==> config.mk <==
export PLATFORM = sky130hd
export DESIGN_NAME = tsc_clk_startup
export DESIGN_NICKNAME = d
export VERILOG_FILES = /design/src/tsc_pkg.sv /design/src/tsc_clk_startup.sv /design/src/tsc_delay_cnt.sv
export SDC_FILE = /design/constraint.sdc
export NUM_CORES = 1
export LEC_CHECK = 0
export ABC_AREA = 1
export BUFFER_PORTS_ARGS = -buffer_cell sky130_fd_sc_hd__buf_2
export CORE_MARGIN = 5
export CORE_UTILIZATION = 64
export CTS_CLUSTER_DIAMETER = 60
export DETAILED_ROUTE_END_ITERATION = 10
export GPL_ROUTABILITY_DRIVEN = 0
export PLACE_DENSITY = 0.86
export SLEW_MARGIN = 20
export SYNTH_ARGS = -nofsm -noshare
export SYNTH_HDL_FRONTEND = slang
export SYNTH_SLANG_ARGS = --single-unit
export TNS_END_PERCENT = 1
==> constraint.sdc <==
create_clock -name i_sys_clk -period 3.7 [get_ports i_sys_clk]
set_input_delay 0.74 -clock i_sys_clk [delete_from_list [all_inputs] [get_ports i_sys_clk]]
set_output_delay 0.74 -clock i_sys_clk [all_outputs]
set_load 0.05 [all_outputs]
==> src/tsc_pkg.sv <==
package tsc_pkg;

  // ----------------------------------------------------------------
  // Register bus
  // ----------------------------------------------------------------
  localparam int DW = 8;
  localparam int AW = 4;
  localparam logic [AW-1:0] OFS_CTRL = 4'h0;
  localparam logic [AW-1:0] OFS_STAT = 4'h1;
  localparam logic [AW-1:0] OFS_IRQ_STAT = 4'h2;
  localparam logic [AW-1:0] OFS_IRQ_MASK = 4'h3;

  // ----------------------------------------------------------------
  // Field layout
  // ----------------------------------------------------------------
  localparam int CTRL_CSS_LSB = 0;
  localparam int CTRL_IFS_LSB = 2;
  localparam int CTRL_PLL_BIT = 6;
  localparam logic [DW-1:0] CTRL_RST = 8'h00;
  localparam int STAT_STABLE_BIT = 0;
  localparam int STAT_PLL_BIT = 1;
  localparam int STAT_LF_BIT = 2;
  localparam int STAT_TWO_SPEED_BIT = 3;
  localparam int STAT_SRC_LSB = 4;
  localparam int IRQ_W = 3;
  localparam int IRQ_STABLE_BIT = 0;
  localparam int IRQ_SWITCH_BIT = 1;
  localparam int IRQ_ABORT_BIT = 2;
  localparam logic [IRQ_W-1:0] IRQ_RST = 3'h0;

  // ----------------------------------------------------------------
  // Oscillator modes and clock sources
  // ----------------------------------------------------------------
  localparam logic [2:0] MODE_LP = 3'h0;
  localparam logic [2:0] MODE_XT = 3'h1;
  localparam logic [2:0] MODE_HS = 3'h2;
  localparam logic [2:0] MODE_EXT_CLK = 3'h3;
  localparam logic [2:0] MODE_RC = 3'h4;
  localparam logic [1:0] CSS_CONFIG = 2'h0;
  localparam logic [1:0] CSS_SECONDARY = 2'h1;
  localparam logic [3:0] IFS_LF = 4'h0;
  localparam logic [3:0] IFS_MF_MAX = 4'h7;
  localparam logic [2:0] SRC_CRYSTAL = 3'h0;
  localparam logic [2:0] SRC_HF = 3'h1;
  localparam logic [2:0] SRC_MF = 3'h2;
  localparam logic [2:0] SRC_LF = 3'h3;
  localparam logic [2:0] SRC_EXT_CLK = 3'h4;
  localparam logic [2:0] SRC_SECONDARY = 3'h5;
  localparam logic [2:0] SRC_RST = SRC_HF;

  // ----------------------------------------------------------------
  // Timing
  // ----------------------------------------------------------------
  localparam int OST_W = 11;
  localparam int OST_COUNT = 1024;
  localparam int DLY_W = 17;
  localparam int SYS_CLK_PERIOD_NS = 20;
  localparam int INT_START_NS = 2000;
  localparam int INT_START_CYC = (INT_START_NS + SYS_CLK_PERIOD_NS - 1) / SYS_CLK_PERIOD_NS;
  localparam int PLL_LOCK_NS = 2000000;
  localparam int PLL_LOCK_CYC = (PLL_LOCK_NS + SYS_CLK_PERIOD_NS - 1) / SYS_CLK_PERIOD_NS;
  localparam int WARM_DEF_NS = 2000;
  localparam int SYNC_CYC = 2;
  localparam int SLEEP_EXT_CYC = 2;

  function automatic logic is_crystal(input logic [2:0] mode);
    is_crystal = (mode == MODE_LP) || (mode == MODE_XT) || (mode == MODE_HS);
  endfunction

  function automatic logic [2:0] int_src(input logic [3:0] ifs);
    if (ifs == IFS_LF) begin
      int_src = SRC_LF;
    end else if (ifs <= IFS_MF_MAX) begin
      int_src = SRC_MF;
    end else begin
      int_src = SRC_HF;
    end
  endfunction

  function automatic logic [2:0] target_src(input logic [1:0] css, input logic [3:0] ifs,
                                            input logic [2:0] mode);
    if (css == CSS_CONFIG) begin
      if (is_crystal(mode)) begin
        target_src = SRC_CRYSTAL;
      end else if ((mode == MODE_EXT_CLK) || (mode == MODE_RC)) begin
        target_src = SRC_EXT_CLK;
      end else begin
        target_src = int_src(ifs);
      end
    end else if (css == CSS_SECONDARY) begin
      target_src = SRC_SECONDARY;
    end else begin
      target_src = int_src(ifs);
    end
  endfunction

endpackage

==> src/tsc_clk_startup.sv <==
`timescale 1ns/1ns
module tsc_clk_startup import tsc_pkg::*; #(
  parameter int WARM_NS = WARM_DEF_NS,
  parameter int P_PLL_LOCK_CYC = PLL_LOCK_CYC
) (
  input wire logic i_sys_clk,
  input wire logic i_arst_n,
  input wire logic i_ext_osc,
  input wire logic i_por_done,
  input wire logic i_sleep,
  input wire logic i_wake,
  input wire logic [2:0] i_osc_mode_cfg,
  input wire logic i_two_speed_switchover_cfg,
  input wire logic i_watchdog_timer_en,
  input wire logic i_fail_safe_clock_monitor_en,
  input wire logic [AW-1:0] i_addr,
  input wire logic [DW-1:0] i_wdata,
  input wire logic i_wr,
  input wire logic i_rd,
  output logic [DW-1:0] o_rdata,
  output logic [2:0] o_sys_clk_sel,
  output logic o_osc_startup_timer_en,
  output logic o_ext_osc_stable_flag,
  output logic o_low_freq_internal_osc_en,
  output logic o_pll_active,
  output logic o_sleeping,
  output logic o_irq
);

  // ----------------------------------------------------------------
  // Types and timing
  // ----------------------------------------------------------------
  typedef enum logic [7:0] {
    ST_HALT      = 8'h01,
    ST_TWO_SPEED = 8'h02,
    ST_OST       = 8'h04,
    ST_WARM      = 8'h08,
    ST_INT_START = 8'h10,
    ST_SYNC      = 8'h20,
    ST_PLL       = 8'h40,
    ST_RUN       = 8'h80
  } tsc_state_e;

  localparam int WARM_CYC_I = (WARM_NS + SYS_CLK_PERIOD_NS - 1) / SYS_CLK_PERIOD_NS;
  localparam logic [DLY_W-1:0] WARM_LD = DLY_W'((WARM_CYC_I < 1) ? 1 : WARM_CYC_I);
  localparam logic [DLY_W-1:0] INT_START_LD = DLY_W'(INT_START_CYC);
  localparam logic [DLY_W-1:0] PLL_LD = DLY_W'(P_PLL_LOCK_CYC);
  localparam logic [DLY_W-1:0] SYNC_LD = DLY_W'(SYNC_CYC);
  localparam logic [DLY_W-1:0] SLEEP_EXT_LD = DLY_W'(SLEEP_EXT_CYC);
  localparam logic [OST_W-1:0] OST_LD = OST_W'(OST_COUNT);

  // ----------------------------------------------------------------
  // External oscillation synchroniser and edge detect
  // ----------------------------------------------------------------
  logic ext_s1_q;
  logic ext_s2_q;
  logic ext_s3_q;
  logic ext_edge;

  always_ff @(posedge i_sys_clk or negedge i_arst_n) begin
    if (!i_arst_n) begin
      ext_s1_q <= 1'b0;
      ext_s2_q <= 1'b0;
      ext_s3_q <= 1'b0;
    end else begin
      ext_s1_q <= i_ext_osc;
      ext_s2_q <= ext_s1_q;
      ext_s3_q <= ext_s2_q;
    end
  end

  assign ext_edge = ext_s2_q & ~ext_s3_q;

  // ----------------------------------------------------------------
  // Registers visible to software
  // ----------------------------------------------------------------
  logic [DW-1:0] ctrl_q;
  logic [DW-1:0] ctrl_d;
  logic [IRQ_W-1:0] irq_stat_q;
  logic [IRQ_W-1:0] irq_stat_d;
  logic [IRQ_W-1:0] irq_mask_q;
  logic [IRQ_W-1:0] irq_mask_d;
  logic [DW-1:0] rdata_q;
  logic [DW-1:0] rdata_d;
  logic irq_q;
  logic irq_d;
  logic [IRQ_W-1:0] irq_evt;
  logic [DW-1:0] stat_word;

  // ----------------------------------------------------------------
  // Sequencer state
  // ----------------------------------------------------------------
  tsc_state_e state_q;
  tsc_state_e state_d;
  logic [2:0] sel_q;
  logic [2:0] sel_d;
  logic [2:0] tgt_q;
  logic [2:0] tgt_d;
  logic stable_q;
  logic stable_d;
  logic pll_on_q;
  logic pll_on_d;
  logic por_q;
  logic lf_en_q;
  logic lf_en_d;
  logic ost_en_q;
  logic sleeping_q;
  logic dly_load;
  logic [DLY_W-1:0] dly_val;
  logic dly_zero;
  logic ost_load;
  logic ost_zero;
  logic start_evt;
  logic two_speed_ok;
  logic [2:0] tgt_now;

  assign start_evt = (i_por_done & ~por_q) | i_wake;
  assign tgt_now = target_src(ctrl_q[CTRL_CSS_LSB +: 2], ctrl_q[CTRL_IFS_LSB +: 4],
                              i_osc_mode_cfg);
  assign two_speed_ok = i_two_speed_switchover_cfg && (ctrl_q[CTRL_CSS_LSB +: 2] == CSS_CONFIG)
                        && is_crystal(i_osc_mode_cfg);

  tsc_delay_cnt #(.W(DLY_W)) u_dly (
    .i_sys_clk(i_sys_clk),
    .i_arst_n(i_arst_n),
    .i_load(dly_load),
    .i_load_val(dly_val),
    .i_tick(1'b1),
    .o_zero(dly_zero)
  );

  tsc_delay_cnt #(.W(OST_W)) u_ost (
    .i_sys_clk(i_sys_clk),
    .i_arst_n(i_arst_n),
    .i_load(ost_load),
    .i_load_val(OST_LD),
    .i_tick(ext_edge),
    .o_zero(ost_zero)
  );

  always_comb begin
    state_d = state_q;
    sel_d = sel_q;
    tgt_d = tgt_q;
    stable_d = stable_q;
    pll_on_d = pll_on_q;
    dly_load = 1'b0;
    dly_val = SYNC_LD;
    ost_load = 1'b0;
    irq_evt = '0;
    case (state_q)
      ST_HALT: begin
        if (start_evt) begin
          tgt_d = tgt_now;
          stable_d = 1'b0;
          if (two_speed_ok) begin
            sel_d = SRC_HF;
            ost_load = 1'b1;
            state_d = ST_TWO_SPEED;
          end else if ((tgt_now == SRC_CRYSTAL) || (tgt_now == SRC_SECONDARY)) begin
            ost_load = 1'b1;
            state_d = ST_OST;
          end else if (tgt_now == SRC_EXT_CLK) begin
            dly_load = 1'b1;
            dly_val = SLEEP_EXT_LD;
            state_d = ST_SYNC;
          end else begin
            dly_load = 1'b1;
            dly_val = WARM_LD;
            state_d = ST_WARM;
          end
        end
      end
      ST_TWO_SPEED: begin
        if (ost_zero) begin
          stable_d = 1'b1;
          sel_d = tgt_q;
          irq_evt[IRQ_STABLE_BIT] = 1'b1;
          irq_evt[IRQ_SWITCH_BIT] = 1'b1;
          state_d = ST_RUN;
        end
      end
      ST_OST: begin
        if (ost_zero) begin
          stable_d = 1'b1;
          sel_d = tgt_q;
          irq_evt[IRQ_STABLE_BIT] = 1'b1;
          irq_evt[IRQ_SWITCH_BIT] = 1'b1;
          state_d = ST_RUN;
        end
      end
      ST_WARM, ST_INT_START: begin
        if (dly_zero) begin
          dly_load = 1'b1;
          dly_val = SYNC_LD;
          state_d = ST_SYNC;
        end
      end
      ST_SYNC: begin
        if (dly_zero) begin
          sel_d = tgt_q;
          irq_evt[IRQ_SWITCH_BIT] = 1'b1;
          state_d = ST_RUN;
        end
      end
      ST_PLL: begin
        if (!ctrl_q[CTRL_PLL_BIT]) begin
          state_d = ST_RUN;
        end else if (dly_zero) begin
          pll_on_d = 1'b1;
          irq_evt[IRQ_SWITCH_BIT] = 1'b1;
          state_d = ST_RUN;
        end
      end
      ST_RUN: begin
        if (pll_on_q && !ctrl_q[CTRL_PLL_BIT]) begin
          pll_on_d = 1'b0;
        end
        if (tgt_now != sel_q) begin
          tgt_d = tgt_now;
          if ((tgt_now == SRC_CRYSTAL) || (tgt_now == SRC_SECONDARY)) begin
            ost_load = 1'b1;
            state_d = ST_OST;
          end else if ((tgt_now == SRC_HF) || (tgt_now == SRC_MF)) begin
            dly_load = 1'b1;
            dly_val = INT_START_LD;
            state_d = ST_INT_START;
          end else begin
            dly_load = 1'b1;
            dly_val = SYNC_LD;
            state_d = ST_SYNC;
          end
        end else if (ctrl_q[CTRL_PLL_BIT] && !pll_on_q) begin
          dly_load = 1'b1;
          dly_val = PLL_LD;
          state_d = ST_PLL;
        end
      end
      default: begin
        state_d = ST_HALT;
      end
    endcase
    if (i_sleep && (state_q != ST_HALT)) begin
      if (state_q == ST_TWO_SPEED) begin
        irq_evt[IRQ_ABORT_BIT] = 1'b1;
      end
      irq_evt[IRQ_STABLE_BIT] = 1'b0;
      irq_evt[IRQ_SWITCH_BIT] = 1'b0;
      stable_d = 1'b0;
      sel_d = sel_q;
      pll_on_d = 1'b0;
      dly_load = 1'b0;
      ost_load = 1'b0;
      state_d = ST_HALT;
    end
  end

  always_comb begin
    lf_en_d = (sel_d == SRC_LF) || (tgt_d == SRC_LF) || i_watchdog_timer_en
              || i_fail_safe_clock_monitor_en;
  end

  always_ff @(posedge i_sys_clk or negedge i_arst_n) begin
    if (!i_arst_n) begin
      state_q <= ST_HALT;
      sel_q <= SRC_RST;
      tgt_q <= SRC_RST;
      stable_q <= 1'b0;
      pll_on_q <= 1'b0;
      por_q <= 1'b0;
      lf_en_q <= 1'b0;
      ost_en_q <= 1'b0;
      sleeping_q <= 1'b1;
    end else begin
      state_q <= state_d;
      sel_q <= sel_d;
      tgt_q <= tgt_d;
      stable_q <= stable_d;
      pll_on_q <= pll_on_d;
      por_q <= i_por_done;
      lf_en_q <= lf_en_d;
      ost_en_q <= (state_d == ST_TWO_SPEED) || (state_d == ST_OST);
      sleeping_q <= (state_d == ST_HALT);
    end
  end

  // ----------------------------------------------------------------
  // Register access and interrupt
  // ----------------------------------------------------------------
  always_comb begin
    stat_word = '0;
    stat_word[STAT_STABLE_BIT] = stable_q;
    stat_word[STAT_PLL_BIT] = pll_on_q;
    stat_word[STAT_LF_BIT] = lf_en_q;
    stat_word[STAT_TWO_SPEED_BIT] = (state_q == ST_TWO_SPEED);
    stat_word[STAT_SRC_LSB +: 3] = sel_q;
  end

  always_comb begin
    ctrl_d = ctrl_q;
    irq_mask_d = irq_mask_q;
    irq_stat_d = irq_stat_q;
    rdata_d = '0;
    if (i_wr && (i_addr == OFS_CTRL)) begin
      ctrl_d = i_wdata;
    end
    if (i_wr && (i_addr == OFS_IRQ_MASK)) begin
      irq_mask_d = i_wdata[IRQ_W-1:0];
    end
    if (i_wr && (i_addr == OFS_IRQ_STAT)) begin
      irq_stat_d = irq_stat_q & ~i_wdata[IRQ_W-1:0];
    end
    irq_stat_d = irq_stat_d | irq_evt;
    if (i_rd) begin
      case (i_addr)
        OFS_CTRL: rdata_d = ctrl_q;
        OFS_STAT: rdata_d = stat_word;
        OFS_IRQ_STAT: rdata_d = {{(DW-IRQ_W){1'b0}}, irq_stat_q};
        OFS_IRQ_MASK: rdata_d = {{(DW-IRQ_W){1'b0}}, irq_mask_q};
        default: rdata_d = '0;
      endcase
    end
    irq_d = |(irq_stat_d & irq_mask_d);
  end

  always_ff @(posedge i_sys_clk or negedge i_arst_n) begin
    if (!i_arst_n) begin
      ctrl_q <= CTRL_RST;
      irq_stat_q <= IRQ_RST;
      irq_mask_q <= IRQ_RST;
      rdata_q <= '0;
      irq_q <= 1'b0;
    end else begin
      ctrl_q <= ctrl_d;
      irq_stat_q <= irq_stat_d;
      irq_mask_q <= irq_mask_d;
      rdata_q <= rdata_d;
      irq_q <= irq_d;
    end
  end

  assign o_rdata = rdata_q;
  assign o_sys_clk_sel = sel_q;
  assign o_osc_startup_timer_en = ost_en_q;
  assign o_ext_osc_stable_flag = stable_q;
  assign o_low_freq_internal_osc_en = lf_en_q;
  assign o_pll_active = pll_on_q;
  assign o_sleeping = sleeping_q;
  assign o_irq = irq_q;

endmodule // tsc_clk_startup

==> src/tsc_delay_cnt.sv <==
`timescale 1ns/1ns
module tsc_delay_cnt #(
  parameter int W = 11
) (
  input wire logic i_sys_clk,
  input wire logic i_arst_n,
  input wire logic i_load,
  input wire logic [W-1:0] i_load_val,
  input wire logic i_tick,
  output logic o_zero
);

  logic [W-1:0] cnt_q;
  logic [W-1:0] cnt_d;

  always_comb begin
    cnt_d = cnt_q;
    if (i_load) begin
      cnt_d = i_load_val;
    end else if (i_tick && (cnt_q != '0)) begin
      cnt_d = cnt_q - W'(1);
    end
  end

  always_ff @(posedge i_sys_clk or negedge i_arst_n) begin
    if (!i_arst_n) begin
      cnt_q <= '0;
    end else begin
      cnt_q <= cnt_d;
    end
  end

  assign o_zero = (cnt_q == '0);

endmodule // tsc_delay_cnt

==> run metrics, run 1 <==
dpl ws=1250 ps; row count=29; number of gates resized after CTS=0; total track usage=0.257; DR pass1 iterations=5; most frequent cells in the layout=nand2_1 (146), inv_1 (90), nor2_1 (75), dfrtp_1 (70), buf_2 (42); Fin Setup TNS=0 ps; count of antenna-violating nets left after detailed routing=0; DR vias/cell=5.68; MaxCap Viol Count=0; most common cell after layout, fill and taps aside=nand2_1; TritonCTS clock tree=yes; startpoint class of the critical path=register; Slew @ Worst Pin=901 ps; n_diodes=0; grt ovf=0; clock buffer count from CTS=9; syn nets=588; status=completed; Die ar.=8230 um^2; WP data required=3920 ps; clock-pin transition on the worst setup and hold timing paths=80 ps; #FFs+latches synth=74; WP data arrival=2520 ps; hold_ws=369 ps; CTS H-tree lvls=3; hold_buf cts=0; Buffers on Ports=42; Leak=2.58 nW; 1st-iter DRT viols=257; Fmax achieved=435 MHz; total power=3.15 mW; total number of vias=3942; I/O Pins=43; drt wl/cell=14.7 um; RSZ-0062 raised after global routing=no; Avg Inst Size Synth=7.45 um^2; postcts setup bufs=0; Clock Tree Buf Depth=2; CP Launch Point=u_dly.cnt_q[0]; clock skew=8.27 ps; largest net degree at the start of global routing=75; core area=6350 um^2; critical path class=register to register; final setup violation count=0; PnR worst setup slack=1400 ps; register area=1860 um^2; global-route wire length before repair=17.3 mm; maximum VDD drop=0.466 mV; Cells after Synth=560; Pins Over Slew Limit=0; CP endpoint kind=register; Critical Path Fanout Max=7; DP Wirelength=7.49 mm; Clock Latency Late Sink=350 ps; post-route cell area=4680 um^2; Hold Path Origin=ext_s1_q; PwrDens=674 nW/um^2; Final Hold Fails=0; Root Buffer=clkbuf_8; synth warn=0; Synth Flop Type=dfrtp_1; worst slew margin relative to its limit=0.400; Final period util=0.621; post-synth cell types=42; DRC=0; Worst R2R Start=u_dly.cnt_q[0]; Clock Sinks=74; Final nets=640; placed cell area=4470 um^2; Post-synth EDFFs=0; Layout area overhead=12.1%; number of global-route vias before repair=3770; share of cells above drive strength 1=0.154; HP Class=register to register; die width=90.7 um; multi-input logic area=1950 um^2; Starting Density=0.657; final WL=10.2 mm; Seq/Total Area, Yosys=0.445; initial antenna violation count=0; Mapped Area=4170 um^2; Fill cells=472; asr flop ratio synth=1.00; Die Y-Extent=90.7 um; minimum clock period=2300 ps
## registers in the layout, summed over array words and instances, names as in the netlist, 3 cells and up
name,count
ctrl_q,8
u_ost.cnt_q,11
state_q,8
tgt_q,3
irq_stat_q,3
o_sys_clk_sel,3
irq_mask_q,3
o_rdata,8
u_dly.cnt_q,17
## worst paths after layout
check                              to  slack [ps]  depth (start not counted)
max                        state_q[6]        1400                         11
min                          ext_s2_q         370                          0
max reg2reg                state_q[6]        1400                         11
min reg2reg                  ext_s2_q         370                          0
max in group asynchronous  state_q[2]        2510                          2
min in group asynchronous  o_rdata[1]         580                          2
## per-stage QoR
stage	util	cells
global placement	0.704	678
finish	0.736	694
floorplan	-	560
global route	0.736	694
detailed placement	0.704	678
CTS	0.736	694
## routing by layer
layer  track usage  vias to the layer above  part of all wire
li1              -                     1872                 -
met1         0.357                     1858              0.42
met2         0.398                      184              0.47
met3        0.0450                       28             0.082
met4         0.103                        0             0.022
met5             0                        -                 0
## logic make-up (layout without fill, tap and decap cells)
group | Yosys count | in the layout | synth area share
AND/OR/NAND/NOR | 309 | 309 | 0.328
buffers and inverters | 95 | 152 | 0.0882
flip-flops | 74 | 74 | 0.445
AO/OA/AOI/OAI | 60 | 60 | 0.0891
XOR/XNOR | 17 | 17 | 0.0357
multiplexers | 3 | 3 | 0.00810
adder cells (fa/ha/maj) | 2 | 2 | 0.00600
## Yosys cell counts (all sizes together), types with 2 or more instances
library cell	n	area share
a21oi	22	0.032
dfstp	4	0.025
or2	5	0.0075
nand2	156	0.15
ha	2	0.0060
xnor2	3	0.0063
nor3	15	0.018
o21ai	23	0.028
dfrtp	70	0.42
a221oi	3	0.0063
nand4	10	0.016
buf	2	0.0045
nor2	79	0.075
xor2	14	0.029
nand3	44	0.061
inv	91	0.082
o31ai	2	0.0036
mux2	3	0.0081
## power breakdown
part / total (mW) / switching (mW) / internal (mW)
combinational: 1.32 / 0.889 / 0.431
clock: 0.649 / 0.302 / 0.347
sequential: 1.18 / 0.171 / 1.01
## final cells by class
type,instances,share of cell area
clock buffer,12,0.0332
clock inverter,4,0.0107
inverter,92,0.0739
multi-input combinational,391,0.416
sequential,74,0.397
tap,77,0.0206
timing repair buffer,44,0.0482
## worst max-delay path, stage by stage, from the launching register on
cell and delay, ps:
dfrtp_1 410, inv_1 80, ha_1 250, nand3_2 140, nor2_2 170, nand3_1 170
nor2_4 240, inv_1 200, o21ai_0 130, nand3_1 130, o21ai_0 160, a21oi_1 90
Note: power is estimated with default switching activity, not from simulation.
==> run 2: changes to the inputs <==
Settings changed: CORE_UTILIZATION 64 to 59, PLACE_DENSITY 0.86 to 0.8.
Clock period 3.7 ns to 2.15 ns, I/O delays scaled along.
==> run 2 against run 1 <==
Net effect: worst hold slack worse by 190 ps; wire length fell by 1.7%; critical path depth unchanged; clock skew increased by 5.6 ps; non-clock buffer count increased by 15.
==> run metrics, run 2 (synthesized netlist as in run 1, its figures left out) <==
clock buffer count from CTS=9 (unchanged); initial antenna violation count=0 (unchanged); worst slew margin relative to its limit=0.682 (+0.282); CP top delay family=simple AND/OR/NAND/NOR gates; Seq pwr share=0.370 (-0.006); status=completed; total power=5.51 mW (+75%); Fmax achieved=497 MHz (+14%); share of cells above drive strength 1=0.193 (+0.0391); DR vias/cell=5.32 (-6.4%); Final Util=0.714 (-0.0226); row count=30 (+3.4%); Slowest-stage cell, CP=dfrtp_1; Highest Signal Layer=met4; grt ovf=0 (unchanged); CP endpoint kind=register; Die ar.=8850 um^2 (+7.5%); DRT met1 WL=4.40 mm (+2.7%); Pins Over Slew Limit=0 (unchanged); worst path buffer plus inverter count=2 (unchanged); Starting Density=0.611 (-0.0463); Critical Path Fanout Max=7 (unchanged); Clock Tree Buf Depth=2 (unchanged); clock share of power=0.196 (-0.010); total track usage=0.248 (-0.00914); max incr delay on CP=400 ps (about the same); final setup violation count=0 (unchanged); PwrDens=1130 nW/um^2 (+68%); DP Wirelength=7.67 mm (+2.4%); Slew @ Worst Pin=476 ps (-425 ps); switching power=2.36 mW (+73%); maximum VDD drop=0.641 mV (+38%); Met3 Wirelength=647 um (-23%); clock-pin transition on the worst setup and hold timing paths=80 ps (about the same); cells along the critical path=inv_1, ha_2, nand3_2, nor2_4, nand3_1, nor2_4, inv_2, o21ai_0, nand3_1, o21ai_0, a21oi_1; cell internal pwr=3.15 mW (+76%); WP data required=2380 ps (-1540 ps); clock skew=13.8 ps (+5.57 ps); CTS H-tree lvls=3 (unchanged); RSZ-0062 raised after global routing=yes; most common cell after layout, fill and taps aside=nand2_1; drt wl/cell=13.7 um (-6.3%); final WL=10.0 mm (-1.7%); die width=94.1 um (+3.7%); startpoint class of the critical path=register; Root Buffer=clkbuf_8; max reg flops=17 (unchanged); count of antenna-violating nets left after detailed routing=0 (unchanged); most frequent cells in the layout=nand2_1 (146), inv_1 (87), nor2_1 (71), dfrtp_1 (68), buf_2 (41); global-route wire length before repair=17.3 mm (+0.24%); DRC=0 (unchanged); Buffers on Ports=42 (unchanged); combinational power share=0.434 (+0.015); Die Y-Extent=94.1 um (+3.7%); Switching Fraction=0.428 (-0.00335); I/O Pins=43 (unchanged); n_diodes=0 (unchanged); Clock Latency Late Sink=350 ps (about the same); MaxCap Viol Count=0 (unchanged); total number of vias=3870 (-1.8%); HP Class=input port to register; 1st-iter DRT viols=313 (+22%); Layout area overhead=16.9%; Reg with most FFs=u_dly.cnt_q; DR pass1 iterations=5 (unchanged); number of global-route vias before repair=3781 (+0.29%); Final period util=0.936 (+0.315); met2 wire length=4.73 mm (-2.1%); TritonCTS clock tree=yes; WP data arrival=2250 ps (-270 ps); largest net degree at the start of global routing=57 (-24%); Final nets=655 (+2.3%); Fill cells=562 (+19%); minimum clock period=2010 ps (-286 ps); Clock Sinks=74 (unchanged); top flop regs=u_dly.cnt_q: 17 flops, u_ost.cnt_q: 11 flops; core area=6830 um^2 (+7.6%); Final Hold Fails=0 (unchanged); critical path class=register to register; Leak=2.65 nW (+2.8%)
## run 2: cell types whose count changed in the layout (fill, tap and decap cells not counted), sizes merged
cell / change
clkinv: +3
dlygate4sd3: +1
clkinvlp: -1
clkbuf: -1
buf: +14
inv: -1
## run 2: cell type report
cell class,instances,area [um^2],share of cell area
Multi-Input combinational cell,391,2000,0.410
Sequential cell,74,1860,0.381
Timing Repair Buffer,59,355,0.0729
Inverter,92,349,0.0716
Clock buffer,11,141,0.0290
Tap cell,96,120,0.0246
Clock inverter,5,53.8,0.0110
## run 2: path summary, 6_finish.rpt
path / from / end / slack, ps / cells past startpoint
setup / recovery: u_dly.cnt_q[0] / state_q[6] / 140 / 11
hold / removal: i_ext_osc / ext_s1_q / 170 / 1
setup reg to reg: u_dly.cnt_q[0] / state_q[6] / 140 / 11
hold reg to reg: ext_s2_q / ext_s3_q / 380 / 0
max in group asynchronous: i_arst_n / tgt_q[0] / 1020 / 3
min in group asynchronous: i_arst_n / o_rdata[1] / 500 / 2
## run 2: metal layers
layer  up-vias  GRT usage
met2       135      0.402
met1      1803      0.325
met4         0     0.0878
met3        21     0.0553
li1       1911          -
met5         -          0
## run 2: through the flow
stage / std cells / TNS [ps] / area [um^2] / setup slack (ps) / hold slack, ps
floorplan: 560 / 0 / 4170 / 292 / 134
detailed placement: 710 / 0 / 4610 / 43.7 / 327
global route: 728 / -172 / 4880 / -38.8 / 171
CTS: 727 / 0 / 4810 / 58.5 / 161
finish: 728 / 0 / 4880 / 137 / 174
global placement: 710 / 0 / 4610 / 111 / 320
## run 2: what timing repair did
item,4_1_cts,5_1_grt
endpoints found under the hold margin,18,0
gates resized for setup,0,18
setup endpoints to repair,0,23
buffers inserted,0,1
hold buffers,1,0
## run 2: power by group through the flow
stage / clock network, mW / registers (mW) / logic (mW)
after floorplan: 0 / 2.09 / 1.66
after global placement: 0 / 2.04 / 2.25
after detailed placement: 0 / 2.05 / 2.32
after CTS: 1.10 / 2.03 / 2.34
after global routing: 1.17 / 2.08 / 2.73
final: 1.08 / 2.04 / 2.39
